### config.mk
export PLATFORM = sky130hd
export DESIGN_NAME = glcm_top
export DESIGN_NICKNAME = d
export VERILOG_FILES = /design/src/include/glcm_pkg.sv /design/src/rtl/glcm_sync.sv /design/src/rtl/glcm_top.sv
export VERILOG_INCLUDE_DIRS = /design/src /design/src/include
export SDC_FILE = /design/constraint.sdc
export NUM_CORES = 1
export LEC_CHECK = 0
export BUFFER_PORTS_ARGS = -buffer_cell sky130_fd_sc_hd__buf_2
export CAP_MARGIN = 20
export CORE_UTILIZATION = 52
export DETAILED_ROUTE_END_ITERATION = 12
export PLACE_DENSITY = 0.75
export SLEW_MARGIN = 10
export SYNTH_ARGS = -nofsm -noshare
export SYNTH_HDL_FRONTEND = slang
export SYNTH_HIERARCHICAL = 1
export SYNTH_SLANG_ARGS = --single-unit
### constraint.sdc
create_clock -name core_clk -period 2.2 [get_ports core_clk]
set_clock_uncertainty 0.2 [all_clocks]
set_input_delay 0.11 -clock core_clk [delete_from_list [all_inputs] [get_ports core_clk]]
set_output_delay 0.11 -clock core_clk [all_outputs]
set_load 0.01 [all_outputs]
### src/include/glcm_cfg.svh
// constants for the glitchless clock selector and fan-out
`ifndef GLCM_CFG_SVH
`define GLCM_CFG_SVH

// ----------------------------------------
// timing and size constants
// ----------------------------------------
`define GLCM_NUM_OUT 6
`define GLCM_HOLD_CYC 2'h3
`define GLCM_CNT_W 2
`define GLCM_SYNC_W 4
`define GLCM_CORE_MHZ 50
`define GLCM_SWITCH_MAX_MHZ 650
`define GLCM_FWD_MAX_MHZ 800

// ----------------------------------------
// positions inside the synchroniser vector
// ----------------------------------------
`define GLCM_BIT_CLK1 0
`define GLCM_BIT_CLK2 1
`define GLCM_BIT_SEL 2
`define GLCM_BIT_FORCE 3

`endif

### src/include/glcm_pkg.sv
// types for the glitchless clock selector and fan-out
package glcm_pkg;

   // ----------------------------------------
   // switch-over sequencer states
   // ----------------------------------------
   typedef enum logic [1:0]
   {
      GLCM_RUN,
      GLCM_HOLD_OLD,
      GLCM_HOLD_NEW
   } glcm_state_t;

endpackage : glcm_pkg

### src/rtl/glcm_sync.sv
// two-flop synchroniser with rising-edge detect for pin inputs
`timescale 1ns/1ps

module glcm_sync #(
   parameter int W = 4
) (
   input wire logic core_clk,
   input wire logic sys_rst,
   input wire logic [W-1:0] din,
   output logic [W-1:0] lvl,
   output logic [W-1:0] rise
);

   logic [W-1:0] meta_q;
   logic [W-1:0] sync_q;
   logic [W-1:0] prev_q;

   // ----------------------------------------
   // synchroniser chain
   // ----------------------------------------
   // first stage feeds only the second one
   always_ff @(posedge core_clk or posedge sys_rst)
   begin
      if (sys_rst)
      begin
         meta_q <= '0;
         sync_q <= '0;
         prev_q <= '0;
      end
      else
      begin
         meta_q <= din;
         sync_q <= meta_q;
         prev_q <= sync_q;
      end
   end

   // edge detect works on the settled stages only
   assign lvl = sync_q;
   assign rise = sync_q & ~prev_q;

endmodule : glcm_sync

### src/rtl/glcm_top.sv
// glitchless two-source clock selector with six-pair fan-out
//
// Operation
// - A low select routes the second clock and a high select the first clock.
// - On a select change the outputs sit low for at most three cycles of the old clock.
// - Then they stay low for at most three new-clock cycles before the new clock is forwarded.
// - Switching is free of glitches for input clocks up to 650 MHz.
// - Clocks up to 800 MHz are buffered from the chosen input to the outputs.
// - The one chosen clock fans out to six true and complementary output pairs.
// - A high hold input parks every pair at once, a low one lets them toggle.
// - The hold level sets parked true outputs to its value and complements to the inverse.
// - A low sleep input pulls both output polarities high while the sequencer keeps running.
// - A rising force edge selects the input named by the select pin at once.
`timescale 1ns/1ps

`include "glcm_cfg.svh"

module glcm_top (
   input wire logic core_clk,
   input wire logic sys_rst,
   input wire logic ref_clk1,
   input wire logic ref_clk2,
   input wire logic source_choice,
   input wire logic forced_switch_pulse,
   input wire logic output_hold_n,
   input wire logic hold_level,
   input wire logic sleep_n,
   output logic [`GLCM_NUM_OUT-1:0] clk_out_p,
   output logic [`GLCM_NUM_OUT-1:0] clk_out_n
);

   // ----------------------------------------
   // pin synchronisation
   // ----------------------------------------
   logic [`GLCM_SYNC_W-1:0] pin_lvl;
   logic [`GLCM_SYNC_W-1:0] pin_rise;

   glcm_sync #(
      .W(`GLCM_SYNC_W)
   ) u_sync (
      .core_clk(core_clk),
      .sys_rst(sys_rst),
      .din({forced_switch_pulse, source_choice, ref_clk2, ref_clk1}),
      .lvl(pin_lvl),
      .rise(pin_rise)
   );

   // picks the first clock when the select is high, else the second
   function automatic logic glcm_pick(input logic sel, input logic c1, input logic c2);
      glcm_pick = sel ? c1 : c2;
   endfunction : glcm_pick

   // ----------------------------------------
   // sequencer state
   // ----------------------------------------
   glcm_pkg::glcm_state_t state_q;
   glcm_pkg::glcm_state_t state_d;
   logic cur_sel_q;
   logic cur_sel_d;
   logic [`GLCM_CNT_W-1:0] cnt_q;
   logic [`GLCM_CNT_W-1:0] cnt_d;
   logic fwd_q;
   logic fwd_d;

   wire sel_s = pin_lvl[`GLCM_BIT_SEL];
   wire force_rise = pin_rise[`GLCM_BIT_FORCE];
   wire sel_moved = (sel_s != cur_sel_q);
   // edges and level of the clock now routed, and level of the one routed next cycle
   wire cur_rise = glcm_pick(cur_sel_q, pin_rise[`GLCM_BIT_CLK1], pin_rise[`GLCM_BIT_CLK2]);
   wire cur_lvl = glcm_pick(cur_sel_q, pin_lvl[`GLCM_BIT_CLK1], pin_lvl[`GLCM_BIT_CLK2]);
   wire last_edge = (cnt_q == `GLCM_HOLD_CYC - 2'h1);
   wire new_lvl = glcm_pick(cur_sel_d, pin_lvl[`GLCM_BIT_CLK1], pin_lvl[`GLCM_BIT_CLK2]);

   // ----------------------------------------
   // switch-over sequencing
   // ----------------------------------------
   // force edge wins over everything: old clock may be dead
   always_comb
   begin
      state_d = state_q;
      cur_sel_d = cur_sel_q;
      cnt_d = cnt_q;
      if (force_rise)
      begin
         cur_sel_d = sel_s;
         state_d = glcm_pkg::GLCM_HOLD_NEW;
         cnt_d = '0;
      end
      else
      begin
         unique case (state_q)
            glcm_pkg::GLCM_RUN:
            begin
               // leave only in a low phase so the running high pulse is not cut short;
               // a source stuck high therefore needs the force edge to switch away
               if (sel_moved && !cur_lvl)
               begin
                  state_d = glcm_pkg::GLCM_HOLD_OLD;
                  cnt_d = '0;
               end
            end
            glcm_pkg::GLCM_HOLD_OLD:
            begin
               // third old edge ends the hold, target read at that moment
               if (cur_rise && last_edge)
               begin
                  cur_sel_d = sel_s;
                  state_d = glcm_pkg::GLCM_HOLD_NEW;
                  cnt_d = '0;
               end
               else if (cur_rise)
               begin
                  cnt_d = cnt_q + 2'h1;
               end
            end
            glcm_pkg::GLCM_HOLD_NEW:
            begin
               if (sel_moved)
               begin
                  state_d = glcm_pkg::GLCM_HOLD_OLD;  // restart toward the new target
                  cnt_d = '0;
               end
               else if (cur_rise && last_edge)
               begin
                  state_d = glcm_pkg::GLCM_RUN;
               end
               else if (cur_rise)
               begin
                  cnt_d = cnt_q + 2'h1;
               end
            end
         endcase
      end
   end

   // forwarded level is low in every hold state, so no short pulse escapes
   assign fwd_d = (state_d == glcm_pkg::GLCM_RUN) & new_lvl;

   always_ff @(posedge core_clk or posedge sys_rst)
   begin
      if (sys_rst)
      begin
         state_q <= glcm_pkg::GLCM_HOLD_NEW;
         cur_sel_q <= 1'b0;
         cnt_q <= '0;
         fwd_q <= 1'b0;
      end
      else
      begin
         state_q <= state_d;
         cur_sel_q <= cur_sel_d;
         cnt_q <= cnt_d;
         fwd_q <= fwd_d;
      end
   end

   // ----------------------------------------
   // output fan-out and asynchronous parking
   // ----------------------------------------
   // park and sleep act straight from the pins, so runts are possible on change
   wire parked = output_hold_n;
   wire true_lvl = !sleep_n ? 1'b1 : (parked ? hold_level : fwd_q);
   wire comp_lvl = !sleep_n ? 1'b1 : (parked ? ~hold_level : ~fwd_q);

   genvar gi;
   generate
      for (gi = 0; gi < `GLCM_NUM_OUT; gi = gi + 1)
      begin : g_pair
         assign clk_out_p[gi] = true_lvl;
         assign clk_out_n[gi] = comp_lvl;
      end
   endgenerate

   // ----------------------------------------
   // checks
   // ----------------------------------------
   chk_route_select: assert property (@(posedge core_clk) disable iff (sys_rst)
      (state_q == glcm_pkg::GLCM_RUN && $past(state_q) == glcm_pkg::GLCM_RUN && !$past(force_rise))
      |-> fwd_q == $past(glcm_pick(cur_sel_q, pin_lvl[0], pin_lvl[1])))
      else $error("forwarded clock is not the selected input");

   chk_sel_change_hold: assert property (@(posedge core_clk) disable iff (sys_rst)
      (state_q == glcm_pkg::GLCM_RUN && sel_moved && !force_rise)
      |=> (state_q == glcm_pkg::GLCM_HOLD_OLD) != $past(cur_lvl) && fwd_q == $past(cur_lvl))
      else $error("select change did not enter the old-clock hold");

   chk_old_hold_end: assert property (@(posedge core_clk) disable iff (sys_rst)
      (state_q == glcm_pkg::GLCM_HOLD_OLD && cur_rise && cnt_q == 2'h2 && !force_rise)
      |=> state_q == glcm_pkg::GLCM_HOLD_NEW && cnt_q == 2'h0 && cur_sel_q == $past(sel_s))
      else $error("old-clock hold exceeded three edges");

   chk_new_hold_end: assert property (@(posedge core_clk) disable iff (sys_rst)
      (state_q == glcm_pkg::GLCM_HOLD_NEW && cur_rise && cnt_q == 2'h2 && !sel_moved
       && !force_rise) |=> state_q == glcm_pkg::GLCM_RUN)
      else $error("new-clock hold exceeded three edges");

   chk_hold_low: assert property (@(posedge core_clk) disable iff (sys_rst)
      state_q != glcm_pkg::GLCM_RUN |-> !fwd_q)
      else $error("clock leaked during a hold");

   chk_force_jump: assert property (@(posedge core_clk) disable iff (sys_rst)
      force_rise |=> state_q == glcm_pkg::GLCM_HOLD_NEW && cur_sel_q == $past(sel_s)
      && cnt_q == 2'h0)
      else $error("force edge did not take the pin choice");

   chk_park_level: assert property (@(posedge core_clk) disable iff (sys_rst)
      (output_hold_n && sleep_n) |-> clk_out_p == {`GLCM_NUM_OUT{hold_level}}
      && clk_out_n == {`GLCM_NUM_OUT{~hold_level}})
      else $error("parked outputs at wrong level");

   chk_fanout_toggle: assert property (@(posedge core_clk) disable iff (sys_rst)
      (!output_hold_n && sleep_n) |-> clk_out_p == {`GLCM_NUM_OUT{fwd_q}}
      && clk_out_n == {`GLCM_NUM_OUT{~fwd_q}})
      else $error("outputs do not follow the forwarded clock");

   chk_sleep_pull: assert property (@(posedge core_clk) disable iff (sys_rst)
      !sleep_n |-> (&clk_out_p) && (&clk_out_n))
      else $error("sleep did not pull both polarities high");

   cov_plain_switch: cover property (@(posedge core_clk) disable iff (sys_rst)
      state_q == glcm_pkg::GLCM_HOLD_OLD ##1 state_q == glcm_pkg::GLCM_HOLD_NEW);
   cov_forced_switch: cover property (@(posedge core_clk) disable iff (sys_rst)
      force_rise ##1 state_q == glcm_pkg::GLCM_HOLD_NEW);
   cov_back_to_run: cover property (@(posedge core_clk) disable iff (sys_rst)
      state_q == glcm_pkg::GLCM_HOLD_NEW ##1 state_q == glcm_pkg::GLCM_RUN);
   cov_wait_low: cover property (@(posedge core_clk) disable iff (sys_rst)
      (state_q == glcm_pkg::GLCM_RUN && sel_moved && cur_lvl) ##1 state_q == glcm_pkg::GLCM_RUN);

endmodule : glcm_top

Yosys cells after proc, flatten, opt, wreduce, memory -nomap -nowiden
Index checks and enable logic that the tools add are counted.
{ "word_totals": {"reg_bits": 18, "in_bits": 9, "out_inout_bits": 12, "wordCells": 48} }
{ "op_classes": {"n_addsub": 1, "n_eq_ne": 6, "mux": 23, "bitwise_logic": 5, "reduce_logical": 6} }
{ "op_table": {"columns": ["op", "count"], "rows": [
  ["2-bit two-way mux", 11],
  ["2-bit one-hot mux with 3 select lines", 2],
  ["1-bit two-way mux", 10],
  ["4-bit AND", 1],
  ["2-bit equality test, second input constant", 2],
  ["2-bit logical NOT", 2],
  ["4-bit inequality test, second input constant", 1],
  ["4-bit NOT", 1],
  ["3-bit inequality test, second input constant", 1],
  ["2-bit by 1-bit adder with 2-bit output, second input constant", 1],
  ["2-bit by 1-bit equality test with 1-bit output, second input constant", 1],
  ["1-bit logical AND", 2],
  ["1-bit NOT", 2],
  ["2-bit AND reduction", 1],
  ["1-bit AND", 1],
  ["1-bit logical NOT", 1],
  ["1-bit inequality test", 1]
]} }

Depth between registers and ports, before layout
Gate-level depths: netlist of run 1.
{ "logic_depth": {"word_depth": 10, "depth_mapped": 7, "depth_no_buf": 7} }

Modules after synthesis
The synthesis of run 1 kept the hierarchy.
{ "by_module_without_submodules": {"columns": ["module", "n_inst", "cells_each", "area_each_um2", "seq_area_each_um2"], "rows": [
  ["glcm_top", 1, 74, 635.6, 151.4],
  ["glcm_sync", 1, 17, 359.1, 300.3]
]} }

Worst setup path after synthesis of run 1
No wires, ideal clock.
{ "synth_timing": {"path_type": "reg2reg", "startpoint": "register state_q[1]", "endpoint": "register fwd_q", "setup_ns": 0.080, "arrival_ns": 1.693, "required_ns": 1.920, "slack_ns": 0.227, "stages_incl_launch_ff": 7, "path_buffers": 0, "period_less_slack_ns": 1.973, "cell_sequence": "dfstp_2 -> inv_1 -> ha_1 -> or3b_2 -> a31oi_1 -> a31oi_1 -> nor3b_2"} }
{ "synth_between": {"elab_chain_len": 6, "elab_cells_between_ends": 14, "cone_classes": "eq/ne: 2; mux: 9; bitwise: 1; reduce/logical: 2"} }
{ "synth_lines": {"columns": ["item", "line", "text"], "rows": [
  ["start, declared", "glcm_top.sv:56", "glcm_pkg::glcm_state_t state_q;"],
  ["start signal, assigned", "glcm_top.sv:143", "state_q <= glcm_pkg::GLCM_HOLD_NEW;"],
  ["start signal, assigned", "glcm_top.sv:150", "state_q <= state_d;"],
  ["2-bit two-way mux", "glcm_top.sv:123", "else if (cur_rise && last_edge)"],
  ["2-bit two-way mux", "glcm_top.sv:118", "if (sel_moved)"],
  ["2-bit one-hot mux with 3 select lines (*)", "glcm_top.sv:91", "unique case (state_q)"],
  ["2-bit two-way mux (*)", "glcm_top.sv:83", "if (force_rise)"],
  ["net state_d[1]", "glcm_top.sv:57", "glcm_pkg::glcm_state_t state_d;"],
  ["2-bit logical NOT (*)", "glcm_top.sv:137", "assign fwd_d = (state_d == glcm_pkg::GLCM_RUN) & new_lvl;"],
  ["1-bit AND (*)", "glcm_top.sv:137", null],
  ["net fwd_d", "glcm_top.sv:63", "logic fwd_d;"],
  ["end signal, assigned", "glcm_top.sv:153", "fwd_q <= fwd_d;"],
  ["end, declared", "glcm_top.sv:62", "logic fwd_q;"]
]} }
The timed path passes the listed nets; every way through them passes the cells marked *.
A chain may end at the register's enable or synchronous reset.

Worst setup path in the final report of run 1
Ends and elaborated chain as after synthesis.

==> flow_results.org, run 1 <==
** Timing
- Setup repair after global routing missed its margin :: no
- For the pin with the worst max-slew slack, the measured transition is 0.372 ns.
- Derived from the worst setup path, the maximum achievable clock frequency is 491 MHz.
- Summed negative setup slack over all endpoints :: 0 ns
- Post-route setup slack :: 0.165 ns
- Part of the cycle the worst path needs :: 92.5%
- Setup violations remaining at the end of the flow were counted as 0.
- The clock period could shrink to 2.04 ns.
- The hold violation count in the final report came to 0.
- Remaining max-slew budget at the tightest pin :: 75.2%
- The final max-slew violation count is 0.

** Floorplan
- Die Height :: 44.9 microns
- The floorplan has 15 rows.
- The floorplan step defined a core boundary enclosing 1730 sq um.
- In this run the count of I/O pins placed on the die edge is 21.
- Die Width :: 44.9 microns
- The die covers 2010 sq um.
- Effective utilization at floorplan :: 55.4%

** Placed design
- Gpl congestion :: 0.873
- Setup WS pre-CTS :: 0.192 ns
- PortBufs :: 20
- In this run the cell area measured after placement is 990 sq um.
- Counting tap cells, the placed design contains a total of 121 instances.
- The HPWL after detailed placement is 1150 microns.

** Yosys
- Synthesis handed over a netlist of 89 instances.
- The Yosys step of the flow raised 6 warnings.
- Post-synth design cell area :: 956 sq um
- Dividing the synthesized area by the synthesized cell count gives 10.7 sq um.
- The number of nets in the synthesized netlist is 102.

** Worst setup path
- Type of element launching the critical path :: flop
- The number of cells on the worst reg-to-reg path is 6.
- For the worst setup path, the data arrival time is 2.05 ns.
- Worst Setup SP :: state_q[1]
- Critical path endpoint category :: flop
- In this run the worst path has a maximum fanout of 4.
- CP Class :: reg2reg
- Reg2reg start :: state_q[1]
- Required time of the critical path :: 2.21 ns

** Clock tree
- Setup Buffers After CTS :: 0
- Count of clock tree sinks :: 17
- After clock tree synthesis, the flow added hold-fix buffers numbering 5.
- Clock-pin slew was measured on the worst setup and hold paths at 0.10 ns.
- The later pin in the worst-skew pair is clocked with a latency of 0.29 ns.
- The root buffer cell chosen for the clock tree is sky130_fd_sc_hd__clkbuf_4.
- TritonCTS clock tree :: done
- Deepest level of the CTS H-tree :: 1
- Num CTS Buffers :: 3
- No sink is reached through more buffers than the 2 on the longest clock path.
- CTS resizes :: 0

** Route
- After detailed routing, the number of vias per cell comes to 4.98.
- The detailed router finished its first iteration with 10 violations.
- After detailed routing, the number of remaining DRC violations is 0.
- Once detail routing completed, the nets flagged for antenna violations numbered 0.
- After detailed routing, the average wire length per cell comes to 11.9 microns.
- The first detailed-routing pass took 4 iterations.
- Summing over every cut layer, the via total after detailed routing is 648.
- Wires add up to 1550 microns.

** Min path
- Class of the tightest hold or removal check :: in2async

** Power
- Lkg Pwr :: 0.507 nW
- VDD sags by at most 527 uV.
- Pwr per Cell Area :: 938 nW/um^2

** Job
- Reported max-cap violation count :: 0

** Global routing
- The first global-routing pass estimated 2500 microns of wire.
- In this run the most used layer during global routing was met2.
- Global routing used 23.2% of the available met1 tracks.
- Total routing usage reported by global routing :: 17.9%
- Entering global routing, the biggest net connects 12 pins.
- GR met2 Demand/Resource :: 28.5%
- Global routing met3 resource utilization :: 3.60%
- Antenna violations before repair :: 0
- Global-route congestion overflow total :: 0
- Number of global-route vias before repair :: 587

** Cells and area
- Of the cells placed in the final design, the portion with a size suffix greater than 1 is 33.3%.
- Total non-filler cell area in the finished layout :: 1070 sq um
- After the last flow step, the layout net total stands at 119.
- Filler-free cell count of the finished design :: 130
- For this run, the share of the core covered by cells in the final layout is 61.8%.
- Compared with the post-synthesis result, the final layout area differs by 11.6%.
- Final antenna diode count :: 0

** Run status
- The flow ran to the end, and the final reports show no timing, DRC or antenna violations.
## area by class of cell
class / count / area, sq um
clock buffers: 3 / 22.5
clock inverters: 1 / 5.00
fillers: 153 / 659
inverters: 7 / 26.3
multi-input cells: 51 / 398
flip-flops and latches: 17 / 427
well taps: 25 / 31.3
repair buffers: 26 / 158
## where the power goes
group / switching, mW / total, mW / leakage (nW) / internal (mW)
Sequential: 0.0377 / 0.403 / 0.205 / 0.365
Clock: 0.0955 / 0.163 / 0.0177 / 0.0675
Combinational: 0.222 / 0.436 / 0.285 / 0.214
## worst paths after layout
path	slack [ns]	to
max reg2reg	0.16	fwd_q
min reg2reg	0.16	u_sync/lvl[2]
max	0.16	fwd_q
max in group asynchronous	1.40	u_sync/lvl[1]
min	0.09	cnt_q[1]
min in group core_clk	0.16	u_sync/lvl[2]
## layout by cell type (no fill, tap or decap), types with 2 or more instances in the layout
master,n
sky130_fd_sc_hd__inv_1,7
sky130_fd_sc_hd__nand2_1,5
sky130_fd_sc_hd__nor2b_4,3
sky130_fd_sc_hd__clkbuf_4,3
sky130_fd_sc_hd__nor2_1,6
sky130_fd_sc_hd__a31oi_1,4
sky130_fd_sc_hd__dlygate4sd3_1,5
sky130_fd_sc_hd__dfrtp_1,16
sky130_fd_sc_hd__ha_1,4
sky130_fd_sc_hd__buf_2,20
sky130_fd_sc_hd__nand3_1,2
sky130_fd_sc_hd__mux2i_1,2
sky130_fd_sc_hd__xnor2_1,2
sky130_fd_sc_hd__o21ai_0,2
## worst max-delay path: stages (launching register included)
cell                      delay [ns]
sky130_fd_sc_hd__dfstp_2        0.57
sky130_fd_sc_hd__inv_1          0.06
sky130_fd_sc_hd__ha_1           0.29
sky130_fd_sc_hd__or3b_2         0.43
sky130_fd_sc_hd__a31oi_1        0.15
sky130_fd_sc_hd__a31oi_1        0.08
sky130_fd_sc_hd__nor3b_2        0.18
## metal layers
metal | vias up | share of wire (%)
met1 | 313 | 45
li1 | 322 | -
met4 | 0 | 0
met5 | - | 0
met3 | 0 | 2.6
met2 | 13 | 52
## state kept, by name, indices dropped and copies added (netlist names)
register / count
state_q: 2
u_sync/lvl: 4
u_sync/prev_q: 3
u_sync/meta_q: 4
cnt_q: 2
cur_sel_q: 1
fwd_q: 1
## stage by stage
stage	power, mW	hold WS (ns)
floorplan	0.755	-0.300
global placement	0.823	-0.149
detailed placement	0.835	-0.139
CTS	1.01	0.0897
global route	1.08	0.109
finish	1.00	0.0903
No activity file was read; power rests on OpenSTA's default activity.
==> run 2: changes to the inputs <==
Settings changed: ABC_AREA set to 1, CORE_UTILIZATION 52 to 53.
==> flow_results.org, run 2 <==
** Run status
- Run status :: completed

** Yosys
- Nets in the synthesized netlist :: 142 (+39%)
- Syn avg cell area :: 7.94 sq um (-26%)
- The gate count after technology mapping was 129 (+45%).
- Post-synth design cell area :: 1020 sq um (+7.2%)
- Number of warnings issued by yosys :: 6 (unchanged)

** Clock tree
- Clock Root Buffer :: sky130_fd_sc_hd__clkbuf_4
- TritonCTS clock tree :: done
- CTS resizes :: 0 (unchanged)
- The maximum clock path buffer count came to 2 (unchanged).
- Clock slew seen by the registers of the worst setup and hold paths :: 0.11 ns (about the same)
- The sink count of the clock tree was 17 (unchanged).
- The number of buffers inserted during clock tree synthesis was 3 (unchanged).
- The number of buffers inserted to repair setup after CTS is 0 (unchanged).
- Deepest level of the CTS H-tree :: 1 (unchanged)
- Clock insertion delay at the later pin of the skew report :: 0.30 ns (about the same)

** Global routing
- The routing usage on met3 came to 3.97% (+0.37 points).
- The global-route wire length before repair is 3040 microns (+21%).
- Global routing usage on met1 :: 26.0% (+2.9 points)
- The initial antenna violation count is 0 (unchanged).
- The global routing usage summed across all routing layers is 20.7% (+2.7 points).
- Busiest layer in global routing :: met2
- The global routing usage on met2 is 34.4% (+5.8 points).
- The remaining global-route overflow is 0 (unchanged).
- Pin count of the biggest net entering global routing :: 12 (unchanged)
- Number of global-route vias before repair :: 722 (+23%)

** Route
- Overall via count from detail_route :: 808 (+25%)
- DR DRC count :: 0 (unchanged)
- Iter 0 DRT Violations :: 13 (+3)
- The first-pass iteration count of the detailed router came to 4 (unchanged).
- The post-detailed-route wirelength per cell is 11.0 microns (-7.9%).
- Number of vias per cell after detailed routing :: 4.73 (-5.2%)
- The total wire length is 1880 microns (+21%).
- ANT nets after route :: 0 (unchanged)

** Cells and area
- The number of diodes came to 0 (unchanged).
- The fraction of final layout cells with drive strength greater than 1 was 29.5% (-3.9 points).
- # nets final :: 160 (+34%)
- The post-route core utilization is 65.0% (+3.2 points).
- Total non-filler cell area in the finished layout :: 1150 sq um (+7.4%)
- The count of non-filler cells in the finished layout is 171 (+32%).
- Relative area change from synthesis to final layout :: 11.8%
- In the layout the commonest cells are sky130_fd_sc_hd__inv_1, sky130_fd_sc_hd__nand2_1, sky130_fd_sc_hd__buf_2.
- Layout filler cell count :: 172 (+12%)

** Floorplan
- The floorplan die width came to 46.0 microns (+2.4%).
- I/O pins :: 21 (unchanged)
- Area inside the core boundary :: 1760 sq um (+2.2%)
- Effective utilization at floorplan :: 58.1% (+2.7 points)
- The vertical die dimension is 46.0 microns (+2.4%).
- Number of rows created at floorplan :: 15 (unchanged)
- Die ar. :: 2110 sq um (+4.9%)

** Placed design
- Dpl cells :: 162 (+34%)
- The worst setup slack before clock tree synthesis came to 0.529 ns (+0.337 ns).
- PortBufs :: 20 (unchanged)
- The final weighted congestion of routability-driven global placement is 0.827 (-5.3%).
- The half-perimeter wire length after placement was 1420 microns (+23%).
- Post-DP Area :: 1070 sq um (+7.7%)

** Timing
- The total setup violations reported at the end of the flow was 0 (unchanged).
- The post-route worst setup slack came to 0.479 ns (+0.315 ns).
- The worst hold-check slack came to 0.0678 ns (-0.0225 ns).
- Upper clock frequency limit :: 581 MHz (+18%)
- Remaining max-slew budget at the tightest pin :: 73.4% (-1.8 points)
- Part of the cycle the worst path needs :: 78.2% (-14 points)
- The transition time at the pin with the least slew margin came to 0.399 ns (+0.0268 ns).
- Setup repair after global routing left no endpoint under its margin.
- The final max-slew violation count was 0 (unchanged).
- Summed negative setup slack over all endpoints :: 0 ns (unchanged)
- The hold violation count in the final report is 0 (unchanged).
- Min Clock Period, post-route :: 1.72 ns (-0.315 ns)

** Worst setup path
- The critical path data arrival time was 1.76 ns (-0.29 ns).
- Register-to-Register Path Depth :: 8 (+2)
- Required time of the critical path :: 2.24 ns (+0.03 ns)
- CP Class :: reg2reg
- Largest fanout on the critical path :: 4 (unchanged)
- STA classifies the critical path endpoint as a flop.
- STA classifies the critical path startpoint as a flop.

** Power
- The maximum VDD drop is 552 uV (+4.7%).
- Lkg Pwr :: 0.633 nW (+25%)
- The power density normalized to cell area was 941 nW/um^2 (+0.32%).
- The total power was 1.08 mW (+7.7%).

** Min path
- In this run the worst hold path is classified as in2async.

** Job
- Reported max-cap violation count :: 0 (unchanged)
## run 2: final timing paths
path | slack (ns) | endpoint | start
worst min register to register | 0.16 | u_sync/lvl[2] | u_sync/meta_q[2]
min in group core_clk | 0.16 | u_sync/lvl[2] | u_sync/meta_q[2]
worst max register to register | 0.48 | fwd_q | state_q[1]
worst max-delay path | 0.48 | fwd_q | state_q[1]
max in group asynchronous | 1.39 | u_sync/meta_q[3] | sys_rst
worst min-delay path | 0.07 | cur_sel_q | sys_rst
## run 2: power by group
group	switching, mW	total [mW]	internal (mW)
Clock	0.107	0.176	0.0692
Sequential	0.0277	0.394	0.366
Combinational	0.324	0.509	0.185
Total	0.459	1.08	0.620
## run 2: repair_timing
action                     CTS  global route
hold buffers                 5             0
hold endpoints to repair    21             0
setup endpoints to repair    0             0
## run 2: cell type report
class	count	area, sq um	area share, %
clock buffers	3	22.5	1.97
clock inverters	1	7.51	0.655
inverters	28	105	9.17
multi-input cells	72	403	35.2
flip-flops and latches	17	427	37.2
well taps	25	31.3	2.73
repair buffers	25	150	13.1
## run 2: worst max-delay path, cell delays in order, from the launching register on
cell and delay, ns:
sky130_fd_sc_hd__dfstp_2 0.55, sky130_fd_sc_hd__inv_1 0.07, sky130_fd_sc_hd__ha_1 0.31, sky130_fd_sc_hd__inv_1 0.08, sky130_fd_sc_hd__nand4_1 0.09, sky130_fd_sc_hd__nand2_1 0.06
sky130_fd_sc_hd__inv_1 0.09, sky130_fd_sc_hd__nand3_2 0.09, sky130_fd_sc_hd__nor2_2 0.11
## run 2: per-layer routing
metal	share of wire, %	vias up
li1	-	411
met2	50	28
met1	43	363
met3	5.2	6
met5	0	-
met4	1.8	0
